**src/include/mcg_params.svh**
```systemverilog
// Purpose: constants for the microcycle clock and bus cycle gating block
// Assumes: clk_sys period of 5 ns
// Notes:   counts here are derived from times; the assertion and bench cycle counts are written for 5 ns
`ifndef MCG_PARAMS_SVH
`define MCG_PARAMS_SVH
`define MCG_CLK_NS        5
`define MCG_T_PERIOD_NS   300
`define MCG_T_PULSE_NS    80
`define MCG_T_SETTLE_NS   100
`define MCG_T_TIMEOUT_US  20
`define MCG_N_PERIOD      (`MCG_T_PERIOD_NS / `MCG_CLK_NS)
`define MCG_N_PULSE       ((`MCG_T_PULSE_NS + `MCG_CLK_NS - 1) / `MCG_CLK_NS)
`define MCG_N_GAP         (`MCG_N_PERIOD - `MCG_N_PULSE)
`define MCG_N_SETTLE      ((`MCG_T_SETTLE_NS + `MCG_CLK_NS - 1) / `MCG_CLK_NS)
`define MCG_N_TIMEOUT     ((`MCG_T_TIMEOUT_US * 1000 + `MCG_CLK_NS - 1) / `MCG_CLK_NS)
`define MCG_CMD_SLV_FIN   2'h0
`define MCG_CMD_MST_RD    2'h1
`define MCG_CMD_MST_WR    2'h2
`define MCG_SPC_MST_HOLD  4'h1
`define MCG_WS_LOWER      2'h1
`define MCG_WS_UPPER      2'h2
`define MCG_SLV_SPAN      20'h8
`define MCG_FIFO_DEPTH    32
`define MCG_DATA_W        16
`define MCG_ADDR_W        20
`define MCG_UPPER_W       4
`endif

```
**src/include/mcg_pkg.sv**
```systemverilog
// Purpose: types shared by the microcycle clock gating design
// Assumes: constants come from mcg_params.svh
// Notes:   one-hot state codes are written out
package mcg_pkg;
   typedef enum logic [2:0] {
      MCG_ST_PULSE = 3'h1,
      MCG_ST_GAP   = 3'h2,
      MCG_ST_HOLD  = 3'h4
   } mcg_clk_e;
endpackage

```
**src/hw/mcg_top.sv**
```systemverilog
// Purpose: microcycle clock generation, hold and gating around bus slave and master cycles
// Assumes: microinstruction fields and datapath words are on clk_sys; bus pins are not
// Notes:   bus pins pass two flops; open-collector pins are split into out and oe_n
`timescale 1ns/100ps
`include "mcg_params.svh"

module mcg_fifo #(
   parameter int W = 16,
   parameter int D = 32
) (
   // clock and reset
   input  wire logic         clk_sys,
   input  wire logic         rst_n,
   // fill side
   input  wire logic         in_valid,
   output logic              in_ready,
   input  wire logic [W-1:0] in_data,
   // drain side
   output logic              out_valid,
   input  wire logic         out_ready,
   output logic [W-1:0]      out_data
);
   localparam int AW = $clog2(D);
   logic [W-1:0]  mem_reg [D];
   logic [AW-1:0] wr_ptr_reg;
   logic [AW-1:0] rd_ptr_reg;
   logic [AW:0]   cnt_reg;
   logic          push;
   logic          pop;

   // depth is a power of two so the pointers wrap by themselves
   assign in_ready  = (cnt_reg != (AW+1)'(D));
   assign out_valid = (cnt_reg != '0);
   assign push      = in_valid & in_ready;
   assign pop       = out_valid & out_ready;
   assign out_data  = mem_reg[rd_ptr_reg];

   // storage, data only so no reset
   always_ff @(posedge clk_sys) begin
      if (push) begin
         mem_reg[wr_ptr_reg] <= in_data;
      end
   end

   // pointers and fill level
   always_ff @(posedge clk_sys or negedge rst_n) begin
      if (!rst_n) begin
         wr_ptr_reg <= '0;
         rd_ptr_reg <= '0;
         cnt_reg    <= '0;
      end else begin
         if (push) wr_ptr_reg <= wr_ptr_reg + AW'(1);
         if (pop) rd_ptr_reg <= rd_ptr_reg + AW'(1);
         if (push && !pop) cnt_reg <= cnt_reg + (AW+1)'(1);
         else if (pop && !push) cnt_reg <= cnt_reg - (AW+1)'(1);
      end
   end
endmodule

// Notes on behaviour
// - inhibited clock waits in hold, then resumes
// - answer slave only with enable and address match
// - slave access traps by direction and word
// - slave read drives accumulator word; finish code 00
// - finish drops finish hold and asserts terminate
// - state frozen until go removed; then restart
// - slave write word captured; clock held until go
// - master command loads upper address, connects FIFO
// - special field 0001 holds clock until cycle done
// - 20 us timeout clears master logic, restarts clock
// - word select enables upper, lower or both
// - lower select kills upper clock, and vice versa
// - clock stop bit suppresses slice clock pulse
// - trap fetch suppresses slice clock pulse
// - source enable low 100 ns after rising edge
// - enable latch transparent unless master cycle active
// - one 16-bit word with 20-bit address
// - masters resolved by position; may reserve next
// - master drives address, handshakes every word
// - slave active only inside its address range
// - eight words from base to base plus 7
// - each data word is its own master cycle
// - mode changes without glitches or lost cycles
// - free-running period is 300 ns
module mcg_top
   import mcg_pkg::*;
(
   // clock and reset
   input  wire logic                    clk_sys,
   input  wire logic                    rst_n,
   // microinstruction fields
   input  wire logic                    uinstr_slave_enable,
   input  wire logic [1:0]              uinstr_bus_cmd,
   input  wire logic [3:0]              uinstr_special,
   input  wire logic [1:0]              uinstr_word_select,
   input  wire logic                    uinstr_clock_stop,
   input  wire logic                    trap_taken,
   // datapath words
   input  wire logic [`MCG_DATA_W-1:0]  accum_data,
   input  wire logic [15:0]             slice_addr_low,
   input  wire logic [`MCG_UPPER_W-1:0] addr_upper_in,
   input  wire logic [`MCG_DATA_W-1:0]  master_write_data,
   // pins: switches, test and grant
   input  wire logic [`MCG_ADDR_W-1:0]  base_addr,
   input  wire logic                    clock_inhibit,
   input  wire logic                    bus_grant,
   // bus pins
   input  wire logic                    bus_go_n_in,
   output logic                         bus_go_n_out,
   output logic                         bus_go_oe_n,
   input  wire logic                    bus_read_in,
   output logic                         bus_read_out,
   input  wire logic [`MCG_ADDR_W-1:0]  bus_addr_in,
   output logic [`MCG_ADDR_W-1:0]       bus_addr_out,
   output logic                         bus_addr_oe_n,
   input  wire logic [`MCG_DATA_W-1:0]  bus_data_in,
   output logic [`MCG_DATA_W-1:0]       bus_data_out,
   output logic                         bus_data_oe_n,
   input  wire logic                    bus_terminate_n_in,
   output logic                         bus_terminate_n_out,
   output logic                         bus_terminate_oe_n,
   // clocks to sequencer and slices
   output logic                         microcycle_clock_n,
   output logic                         upper_half_clock_n,
   output logic                         lower_half_clock_n,
   output logic                         internal_bus_source_enable,
   output logic                         internal_bus_source_enable_latched,
   // slave trap to sequencer
   output logic                         slave_trap_req,
   output logic                         slave_trap_read,
   output logic [2:0]                   slave_trap_word,
   output logic [`MCG_DATA_W-1:0]       slave_write_data,
   output logic                         slave_finish_hold_n,
   // master status
   output logic                         master_cycle_active_n,
   output logic                         master_cycle_clock_hold_n,
   output logic                         master_timeout_error,
   input  wire logic                    error_clear,
   // read data stream toward disk path
   output logic                         rd_fifo_valid,
   input  wire logic                    rd_fifo_ready,
   output logic [`MCG_DATA_W-1:0]       rd_fifo_data
);
   localparam int SW = 61;
   localparam logic [5:0]  N_PULSE  = 6'(`MCG_N_PULSE);
   localparam logic [5:0]  N_GAP    = 6'(`MCG_N_GAP);
   localparam logic [5:0]  N_SETTLE = 6'(`MCG_N_SETTLE);
   localparam logic [11:0] N_TO     = 12'(`MCG_N_TIMEOUT);

   logic [SW-1:0]           sync1_reg;
   logic [SW-1:0]           sync2_reg;
   logic                    go_q;
   logic                    read_q;
   logic [`MCG_ADDR_W-1:0]  addr_q;
   logic [`MCG_DATA_W-1:0]  data_q;
   logic                    term_q;
   logic                    grant_q;
   logic                    test_inh_q;
   logic [`MCG_ADDR_W-1:0]  base_q;
   logic                    go_d_reg;

   mcg_clk_e                st_reg;
   mcg_clk_e                st_next;
   logic [5:0]              ph_reg;
   logic [5:0]              ph_next;
   logic                    inh_any;
   logic                    cyc_end;
   logic                    mclk_n_reg;
   logic                    up_n_reg;
   logic                    lo_n_reg;
   logic                    ibse_reg;
   logic                    ibsel_reg;
   logic                    ibse_next;

   logic [`MCG_ADDR_W-1:0]  slv_off;
   logic                    slv_match;
   logic                    slv_start;
   logic                    slv_fin;
   logic                    slv_act_reg;
   logic                    slv_hold_reg;
   logic                    slv_read_reg;
   logic [2:0]              slv_word_reg;
   logic [`MCG_DATA_W-1:0]  slv_wdata_reg;
   logic [`MCG_DATA_W-1:0]  slv_rdata_reg;

   logic                    mst_cmd;
   logic                    mst_stall;
   logic                    mst_start;
   logic                    mst_done;
   logic                    mst_to;
   logic                    mst_busy_reg;
   logic                    mst_go_reg;
   logic                    mst_read_reg;
   logic                    mst_hold_reg;
   logic [11:0]             to_cnt_reg;
   logic [`MCG_UPPER_W-1:0] mst_upper_reg;
   logic [15:0]             mst_low_reg;
   logic [`MCG_DATA_W-1:0]  mst_wdata_reg;
   logic                    err_reg;
   logic                    fifo_in_ready;
   logic                    lower_sel_n;
   logic                    upper_sel_n;
   logic                    slice_sup;

   // every pin goes through two flops; active-low pins inverted so reset is all zero
   always_ff @(posedge clk_sys or negedge rst_n) begin
      if (!rst_n) begin
         sync1_reg <= '0;
         sync2_reg <= '0;
      end else begin
         sync1_reg <= {~bus_go_n_in, bus_read_in, bus_addr_in, bus_data_in,
                       ~bus_terminate_n_in, bus_grant, clock_inhibit, base_addr};
         sync2_reg <= sync1_reg;
      end
   end
   assign {go_q, read_q, addr_q, data_q, term_q, grant_q, test_inh_q, base_q} = sync2_reg;

   // clock is held by test, by a finished slave cycle, by a held master cycle,
   // or by a master command that cannot start yet, unless a slave cycle is pending
   assign inh_any = test_inh_q | slv_hold_reg | mst_hold_reg | mst_stall;
   assign cyc_end = (st_reg == MCG_ST_PULSE) && (ph_reg == N_PULSE - 6'h1);

   // clock generator: pulse, gap, then hold while inhibited; the hold exits straight
   // into a full pulse so no runt pulse and no lost microcycle can appear
   always_comb begin
      st_next = st_reg;
      ph_next = ph_reg + 6'h1;
      unique case (st_reg)
         MCG_ST_PULSE: begin
            if (ph_reg == N_PULSE - 6'h1) begin
               st_next = MCG_ST_GAP;
               ph_next = 6'h0;
            end
         end
         MCG_ST_GAP: begin
            if (ph_reg == N_GAP - 6'h1) begin
               st_next = inh_any ? MCG_ST_HOLD : MCG_ST_PULSE;
               ph_next = 6'h0;
            end
         end
         MCG_ST_HOLD: begin
            ph_next = 6'h0;
            if (!inh_any) st_next = MCG_ST_PULSE;
         end
         default: begin
            st_next = MCG_ST_GAP;
            ph_next = 6'h0;
         end
      endcase
   end

   always_ff @(posedge clk_sys or negedge rst_n) begin
      if (!rst_n) begin
         st_reg <= MCG_ST_GAP;
         ph_reg <= 6'h0;
      end else begin
         st_reg <= st_next;
         ph_reg <= ph_next;
      end
   end

   // half selects and slice clock suppression
   assign lower_sel_n = (uinstr_word_select != `MCG_WS_LOWER);
   assign upper_sel_n = (uinstr_word_select != `MCG_WS_UPPER);
   assign slice_sup   = uinstr_clock_stop | trap_taken;

   // all clocks come from flops loaded on the same edge, so they coincide
   always_ff @(posedge clk_sys or negedge rst_n) begin
      if (!rst_n) begin
         mclk_n_reg <= 1'b1;
         up_n_reg   <= 1'b1;
         lo_n_reg   <= 1'b1;
      end else begin
         mclk_n_reg <= (st_next != MCG_ST_PULSE);
         up_n_reg   <= !((st_next == MCG_ST_PULSE) && lower_sel_n && !slice_sup);
         lo_n_reg   <= !((st_next == MCG_ST_PULSE) && upper_sel_n && !slice_sup);
      end
   end

   // source enable waits out the sequencer settling after each rising edge
   assign ibse_next = ((st_next == MCG_ST_GAP) && (ph_next >= N_SETTLE)) ||
                      (st_next == MCG_ST_HOLD);
   always_ff @(posedge clk_sys or negedge rst_n) begin
      if (!rst_n) begin
         ibse_reg  <= 1'b0;
         ibsel_reg <= 1'b0;
      end else begin
         ibse_reg <= ibse_next;
         if (!mst_busy_reg) ibsel_reg <= ibse_next;
      end
   end

   // slave decode: eight words from base, strobed on the go edge
   assign slv_off   = addr_q - base_q;
   assign slv_match = (addr_q >= base_q) && (slv_off < `MCG_SLV_SPAN);
   assign slv_start = go_q && !go_d_reg && uinstr_slave_enable && slv_match &&
                      !slv_act_reg && !mst_busy_reg;
   // finish code decodes only at the microcycle edge of a pending slave cycle
   assign slv_fin   = cyc_end && slv_act_reg && !slv_hold_reg &&
                      (uinstr_bus_cmd == `MCG_CMD_SLV_FIN);

   always_ff @(posedge clk_sys or negedge rst_n) begin
      if (!rst_n) begin
         go_d_reg      <= 1'b0;
         slv_act_reg   <= 1'b0;
         slv_hold_reg  <= 1'b0;
         slv_read_reg  <= 1'b0;
         slv_word_reg  <= 3'h0;
         slv_wdata_reg <= '0;
         slv_rdata_reg <= '0;
      end else begin
         go_d_reg <= go_q;
         if (slv_start) begin
            slv_act_reg   <= 1'b1;
            slv_read_reg  <= read_q;
            slv_word_reg  <= slv_off[2:0];
            slv_wdata_reg <= data_q;
         end else if (!go_q) begin
            slv_act_reg  <= 1'b0;
            slv_hold_reg <= 1'b0;
         end else if (slv_fin) begin
            slv_hold_reg  <= 1'b1;
            slv_rdata_reg <= accum_data;
         end
      end
   end

   // master command: a second command waits on the clock, not in a queue
   assign mst_cmd   = cyc_end ? 1'b0 : 1'b0;
   assign mst_stall = ((uinstr_bus_cmd == `MCG_CMD_MST_RD) ||
                       (uinstr_bus_cmd == `MCG_CMD_MST_WR)) && !slv_act_reg &&
                      (mst_busy_reg || ((uinstr_bus_cmd == `MCG_CMD_MST_RD) && !fifo_in_ready));
   assign mst_start = cyc_end && !slv_act_reg && !mst_busy_reg && !mst_cmd &&
                      ((uinstr_bus_cmd == `MCG_CMD_MST_WR) ||
                       ((uinstr_bus_cmd == `MCG_CMD_MST_RD) && fifo_in_ready));
   assign mst_done  = mst_go_reg && term_q;
   assign mst_to    = mst_busy_reg && (to_cnt_reg == N_TO - 12'h1);

   always_ff @(posedge clk_sys or negedge rst_n) begin
      if (!rst_n) begin
         mst_busy_reg  <= 1'b0;
         mst_go_reg    <= 1'b0;
         mst_read_reg  <= 1'b0;
         mst_hold_reg  <= 1'b0;
         mst_upper_reg <= '0;
         mst_low_reg   <= '0;
         mst_wdata_reg <= '0;
      end else if (mst_start) begin
         mst_busy_reg  <= 1'b1;
         mst_read_reg  <= (uinstr_bus_cmd == `MCG_CMD_MST_RD);
         mst_hold_reg  <= (uinstr_special == `MCG_SPC_MST_HOLD);
         mst_upper_reg <= addr_upper_in;
         mst_low_reg   <= slice_addr_low;
         mst_wdata_reg <= master_write_data;
      end else if (mst_done || mst_to) begin
         mst_busy_reg <= 1'b0;
         mst_go_reg   <= 1'b0;
         mst_hold_reg <= 1'b0;
      end else if (mst_busy_reg && grant_q && !term_q) begin
         mst_go_reg <= 1'b1;
      end
   end

   // hang timer restarts with every master cycle
   always_ff @(posedge clk_sys or negedge rst_n) begin
      if (!rst_n) to_cnt_reg <= 12'h0;
      else if (mst_start || !mst_busy_reg) to_cnt_reg <= 12'h0;
      else to_cnt_reg <= to_cnt_reg + 12'h1;
   end

   // sticky error; a timeout in the clearing cycle still sets it
   always_ff @(posedge clk_sys or negedge rst_n) begin
      if (!rst_n) err_reg <= 1'b0;
      else if (mst_to) err_reg <= 1'b1;
      else if (error_clear) err_reg <= 1'b0;
   end

   // read words from the bus wait here for the disk path; full stalls the clock
   mcg_fifo #(
      .W (`MCG_DATA_W),
      .D (`MCG_FIFO_DEPTH)
   ) u_rd_fifo (
      .clk_sys   (clk_sys),
      .rst_n     (rst_n),
      .in_valid  (mst_done && mst_read_reg),
      .in_ready  (fifo_in_ready),
      .in_data   (data_q),
      .out_valid (rd_fifo_valid),
      .out_ready (rd_fifo_ready),
      .out_data  (rd_fifo_data)
   );

   // bus drivers; open-collector pins pull low only through their enables
   assign bus_go_n_out        = 1'b0;
   assign bus_go_oe_n         = !mst_go_reg;
   assign bus_read_out        = mst_read_reg;
   assign bus_addr_out        = {mst_upper_reg, mst_low_reg};
   assign bus_addr_oe_n       = !mst_go_reg;
   assign bus_data_out        = slv_read_reg ? slv_rdata_reg : mst_wdata_reg;
   assign bus_data_oe_n       = !((slv_hold_reg && slv_read_reg) ||
                                  (mst_go_reg && !mst_read_reg));
   assign bus_terminate_n_out = 1'b0;
   assign bus_terminate_oe_n  = !slv_hold_reg;

   // outputs to sequencer and slices
   assign microcycle_clock_n                 = mclk_n_reg;
   assign upper_half_clock_n                 = up_n_reg;
   assign lower_half_clock_n                 = lo_n_reg;
   assign internal_bus_source_enable         = ibse_reg;
   assign internal_bus_source_enable_latched = ibsel_reg;
   assign slave_trap_req                     = slv_act_reg && !slv_hold_reg;
   assign slave_trap_read                    = slv_read_reg;
   assign slave_trap_word                    = slv_word_reg;
   assign slave_write_data                   = slv_wdata_reg;
   assign slave_finish_hold_n                = !slv_hold_reg;
   assign master_cycle_active_n              = !mst_busy_reg;
   assign master_cycle_clock_hold_n          = !mst_hold_reg;
   assign master_timeout_error               = err_reg;
endmodule

```
**config.mk**
```make
export PLATFORM = sky130hd
export DESIGN_NAME = mcg_top
export DESIGN_NICKNAME = d
export VERILOG_FILES = /design/src/include/mcg_pkg.sv /design/src/hw/mcg_top.sv
export VERILOG_INCLUDE_DIRS = /design/src /design/src/include
export SDC_FILE = /design/constraint.sdc
export NUM_CORES = 1
export LEC_CHECK = 0
export BUFFER_PORTS_ARGS = -buffer_cell sky130_fd_sc_hd__buf_2
export CORE_MARGIN = 5
export CORE_UTILIZATION = 40
export DETAILED_ROUTE_END_ITERATION = 8
export GPL_ROUTABILITY_DRIVEN = 0
export HOLD_SLACK_MARGIN = 0.08
export PLACE_DENSITY = 0.64
export SLEW_MARGIN = 20
export SYNTH_ARGS = -nofsm -noshare
export SYNTH_HDL_FRONTEND = slang
export SYNTH_SLANG_ARGS = --single-unit
```
**constraint.sdc**
```tcl
create_clock -name clk_sys -period 5.06 [get_ports clk_sys]
set_input_delay 1.012 -clock clk_sys [delete_from_list [all_inputs] [get_ports clk_sys]]
set_output_delay 1.012 -clock clk_sys [all_outputs]
set_load 0.005 [all_outputs]
```
**After elaboration in Yosys (flattened, before gate mapping)**

Memories as Yosys holds them, arrays and structs flattened.
Index checks and enable logic that the tools add are counted.

- Register bits after elaboration: 244
- Latch bits: 0
- RAM bits: 512
- ROM bits: 0
- Input bits: 128
- Output and inout port bits: 90
- Logic and storage cells: 155
- Memories kept: 1

Memories:

| name | words | width | read ports | clocked after Yosys merged registers in | write ports | line | RTL |
|---|---|---|---|---|---|---|---|
| u_rd_fifo.mem_reg | 32 | 16 | 1 | 0 | 1 | mcg_top.sv:24 | `logic [W-1:0] mem_reg [D];` |

- $add $sub $neg: 7
- $mul: 0
- Div/mod/pow operators: 0
- Magnitude comparators: 3
- Equality and inequality tests: 18
- Shift operators: 0
- Muxes and demuxes: 25
- Bitwise gates (word level): 10
- Reductions and logical operators: 63

Operators with widths:

| cell | count |
|---|---|
| $logic_and 1x1->1 | 32 |
| $mux 6 | 4 |
| $ge 20x20->1 | 1 |
| $lt 20x4->1 const B | 1 |
| $sub 20x20->20 | 1 |
| $mux 16 | 1 |
| $logic_not 1->1 | 15 |
| $mux 1 | 13 |
| $add 12x1->12 const B | 1 |
| $add 6x1->6 const B | 2 |
| $eq 12x12->1 const B | 1 |
| $mux 12 | 1 |
| $mux 3 | 4 |
| $pmux 6 s2 | 1 |
| $add 5x1->5 const B | 2 |
| $pmux 3 s3 | 1 |
| $reduce_bool 2->1 | 4 |
| $logic_or 1x1->1 | 7 |
| $eq 3x1->1 const B | 2 |
| $eq 3x2->1 const B | 2 |
| $eq 3x3->1 const B | 2 |
| $eq 6x4->1 const B | 1 |
| $eq 6x6->1 const B | 1 |
| $ge 6x5->1 const B | 1 |
| 15 further kinds | 25 |

**Longest topological paths before layout**

- Word-level depth: 13
- Depth in mapped cells: 15

**Modules after synthesis**

From an unflattened synthesis, not the netlist that was laid out.

- Cells, all modules: 1625
- Area total of the unflattened synthesis: 29473.3 um^2

Modules (own cells, without submodules):

| module | instances | cells an instance | area each (um^2) | sequential area each (um^2) |
|---|---|---|---|---|
| mcg_fifo | 1 | 977 | 20534.7 | 15775.1 |
| mcg_top | 1 | 648 | 8938.6 | 5710.5 |

**Worst setup path after synthesis**

Ideal clock, no wire load.

- Path type: reg-to-output
- Start: reg u_rd_fifo.rd_ptr_reg[0]
- End: out rd_fifo_data[0]
- Data arrival time: 2565 ps
- Data required time: 4048 ps
- Path slack: 1483 ps
- Stages on the path, launching flop included: 7
- Cell sequence: dfrtp_1 clkbuf_1 clkbuf_1 buf_1 mux4_2 mux4_2 mux2_2

- Cells in the longest elaborated chain, start to end: 1

Ends and longest elaborated chain:

| what | line | RTL |
|---|---|---|
| start: declaration | mcg_top.sv:26 | `logic [AW-1:0] rd_ptr_reg;` |
| start signal: assignment | mcg_top.sv:53 | `if (pop) rd_ptr_reg <= rd_ptr_reg + AW'(1);` |
| $mem_v2 32x16 | n/a |  |
| end: declaration | mcg_top.sv:142 | `` output logic [`MCG_DATA_W-1:0] rd_fifo_data `` |

No other way between the ends.

**Final worst setup path**

- Start: reg u_rd_fifo.rd_ptr_reg[0]
- End: out rd_fifo_data[6]

Same word-level chain as after synthesis.

==> impl_metrics.csv <==
group,metric,value,unit
cells_and_area,drive_above_1_share,0.376,
clocking,clk_latency,0.63,ns
yosys,ys_types,68,
run_status,status,"finished clean",
pwr,ir_drop,0.398,mV
floorplan,ioPinCount,218,
route,post_drt_wl_per_cell,24.5,um
yosys,synthArstFlopShare,0.323,
run,maxCapViolCount,0,
yosys,yosys-top-cells-count,"512 x edfxtp_1, 240 x dfrtp_1, 160 x mux4_2, 89 x mux2_2, 70 x nor2_1",
timing,fmax,227,MHz
clocking,clock_sinks,756,
timing,slew_headroom,0.259,
yosys,synthCells,1519,
timing,skew,0.0347,ns
clocking,numCtsBuffers,80,
timing,drv_slew,0,
pwr,leakagePower,12.7,nW
timing,rsz0062_at_grt,"no",
global_route,grt.overflow.total,0,
critical_path,start_kind,"flop",
timing,post-route-period-util,0.872,
cells_and_area,largest_reg_flops,512,
hold_path,hp-class,"flop to flop",
critical_path,worstSetupPathType,"flop to output pin",
clocking,tritoncts,"yes",
clocking,htree_num_levels,3,
yosys,synth_top_area_share,0.525,
route,final_antenna_net_count,0,
clocking,clk_pin_slew,0.07,ns
route,vias,14800,
global_route,grt_pass1_vias,16100,
cells_and_area,area_delta_synth_final,17.8,%
floorplan,num_rows,99,
global_route,antenna_found_initial,0,
pwr,design_power_total,13.0,mW
floorplan,die_h,281,um
yosys,synth_warnings,0,
yosys,synth-edff-count,512,
critical_path,critPathCaptureType,"output pin",
yosys,synth_area,29300,um2
pwr,pwr_density_cell,376,nW/um2
floorplan,initial_utilization,0.402,
route,routed_wl,68.8,mm
route,drcViolationCount,0,
yosys,synth_ff_type,"edfxtp_1",
yosys,synth_sequential_area_ratio,0.733,
timing,tightest_slew,1.11,ns
critical_path,critical_path_arrival,3.40,ns
timing,min_period,4.41,ns
global_route,grt_max_degree,123,
placed_design,place.port_buffers,215,
critical_path,cp_max_fo,34,
global_route,track_usage,0.176,
yosys,ys_top_cells_by_area,"edfxtp_1 52%, dfrtp_1 20%, mux4_2 12%",
clocking,postCtsSetupBuffers,0,
yosys,synth.most_common_cell,"edfxtp_1",
yosys,synth_largest_area_cell,"edfxtp_1",
clocking,cts-root-buf,"clkbuf_16",
route,drt_iter0_markers,1293,
critical_path,required,4.05,ns
clocking,ctsHoldBuffers,0,
clocking,cts_resized,0,
route,vias_per_cell,5.28,
placed_design,hpwl,41.6,mm
timing,tns,0,ns
floorplan,dieArea,78800,um2
floorplan,placeableCoreArea,72800,um2
timing,setup_violations,0,
route,dr.pass1.iters,5,
yosys,syn_avg_cell_area,19.3,um2
clocking,cts_buffer_depth,3,
cells_and_area,nNetsFinal,1950,
yosys,synth_seq_cells,756,
floorplan,die_x,281,um
timing,hold_violations,0,
global_route,grt_pass1_wl,103,mm
[kinds of logic after synthesis]
family	count (synthesis)	synth area share
buffers and inverters	118	0.0163
other	1	0.000128
xor gates and xnor gates	32	0.00956
DFF	756	0.733
adders and majority gates	37	0.0163
and+or+nand+nor	197	0.0334
muxes	269	0.167
AOI/OAI and AO/OA	109	0.0243
[final cells by class]
| cell class | instances | area, um2 |
|---|---|---|
| inverters | 53 | 199 |
| clock buffers | 95 | 2130 |
| repair buffers | 248 | 1410 |
| clock inverters | 50 | 577 |
| flip-flops and latches | 756 | 21500 |
| well taps | 959 | 1200 |
| multi-input cells | 646 | 7490 |
| fillers | 6084 | 38300 |
| diodes | 1 | 2.50 |
[critical path: stages, from the launching register on]
cell     delay, ns
dfrtp_4       0.90
buf_4         0.39
mux4_2        0.56
mux4_2        0.47
mux2_2        0.31
buf_2         0.14
[metrics by stage]
stage / util / std cells / hold slack [ns] / cell area [um2] / setup WS [ns]
6_report: 0.474 / 2808 / 0.346 / 34500 / 0.647
5_1_grt: 0.474 / 2807 / 0.348 / 34500 / 0.432
4_1_cts: 0.474 / 2807 / 0.345 / 34500 / 0.538
3_5_place_dp: 0.437 / 2662 / 0.335 / 31800 / 1.19
3_3_place_gp: 0.437 / 2662 / 0.334 / 31800 / 1.21
2_1_floorplan: - / 1520 / 0.331 / 29300 / 1.48
[layer usage]
layer / global-route usage / share of wire / routed length, um
met4: 0.0498 / 0.025 / 1750
met3: 0.0435 / 0.070 / 4840
met5: 0 / 0 / 0
met1: 0.221 / 0.39 / 26900
met2: 0.306 / 0.51 / 35300
[power breakdown]
group / switching [mW] / total, mW / internal [mW]
Clock: 2.45 / 5.91 / 3.46
Sequential: 0.0857 / 6.76 / 6.68
Combinational: 0.184 / 0.306 / 0.122
[path summary, 6_finish.rpt]
| kind | from | to | slack [ns] | depth (start not counted) |
|---|---|---|---|---|
| max in group asynchronous | rst_n | u_rd_fifo.rd_ptr_reg[0] | 3.47 | 2 |
| hold reg to reg | sync1_reg[40] | sync2_reg[40] | 0.35 | 0 |
| setup reg to reg | sync2_reg[0] | slave_write_data[15] | 1.18 | 11 |
| setup / recovery | u_rd_fifo.rd_ptr_reg[0] | rd_fifo_data[6] | 0.65 | 5 |
| min in group asynchronous | rst_n | mst_low_reg[15] | 0.47 | 1 |
| hold / removal | sync1_reg[40] | sync2_reg[40] | 0.35 | 0 |
[cells in the final DEF, fill, tap and decap left out, drive strengths merged, types with 4 or more instances in the layout]
cell type  instances
nor3              12
nor2              70
o21a               7
bufinv             8
buf              248
ha                35
o21ai             27
edfxtp           512
dfstp              4
nor4b              4
mux4             160
nand4              9
xnor2             22
nand2b             5
clkinv            28
dfrtp            240
nand3             15
inv               61
nor4               4
a211oi             6
mux2             106
and2               6
nor2b              4
xor2              10
or3                6
a31oi              4
a21o               8
a21oi             31
clkbuf            95
clkinvlp           6
nand2             43
Power figures use the tool's default switching activity.
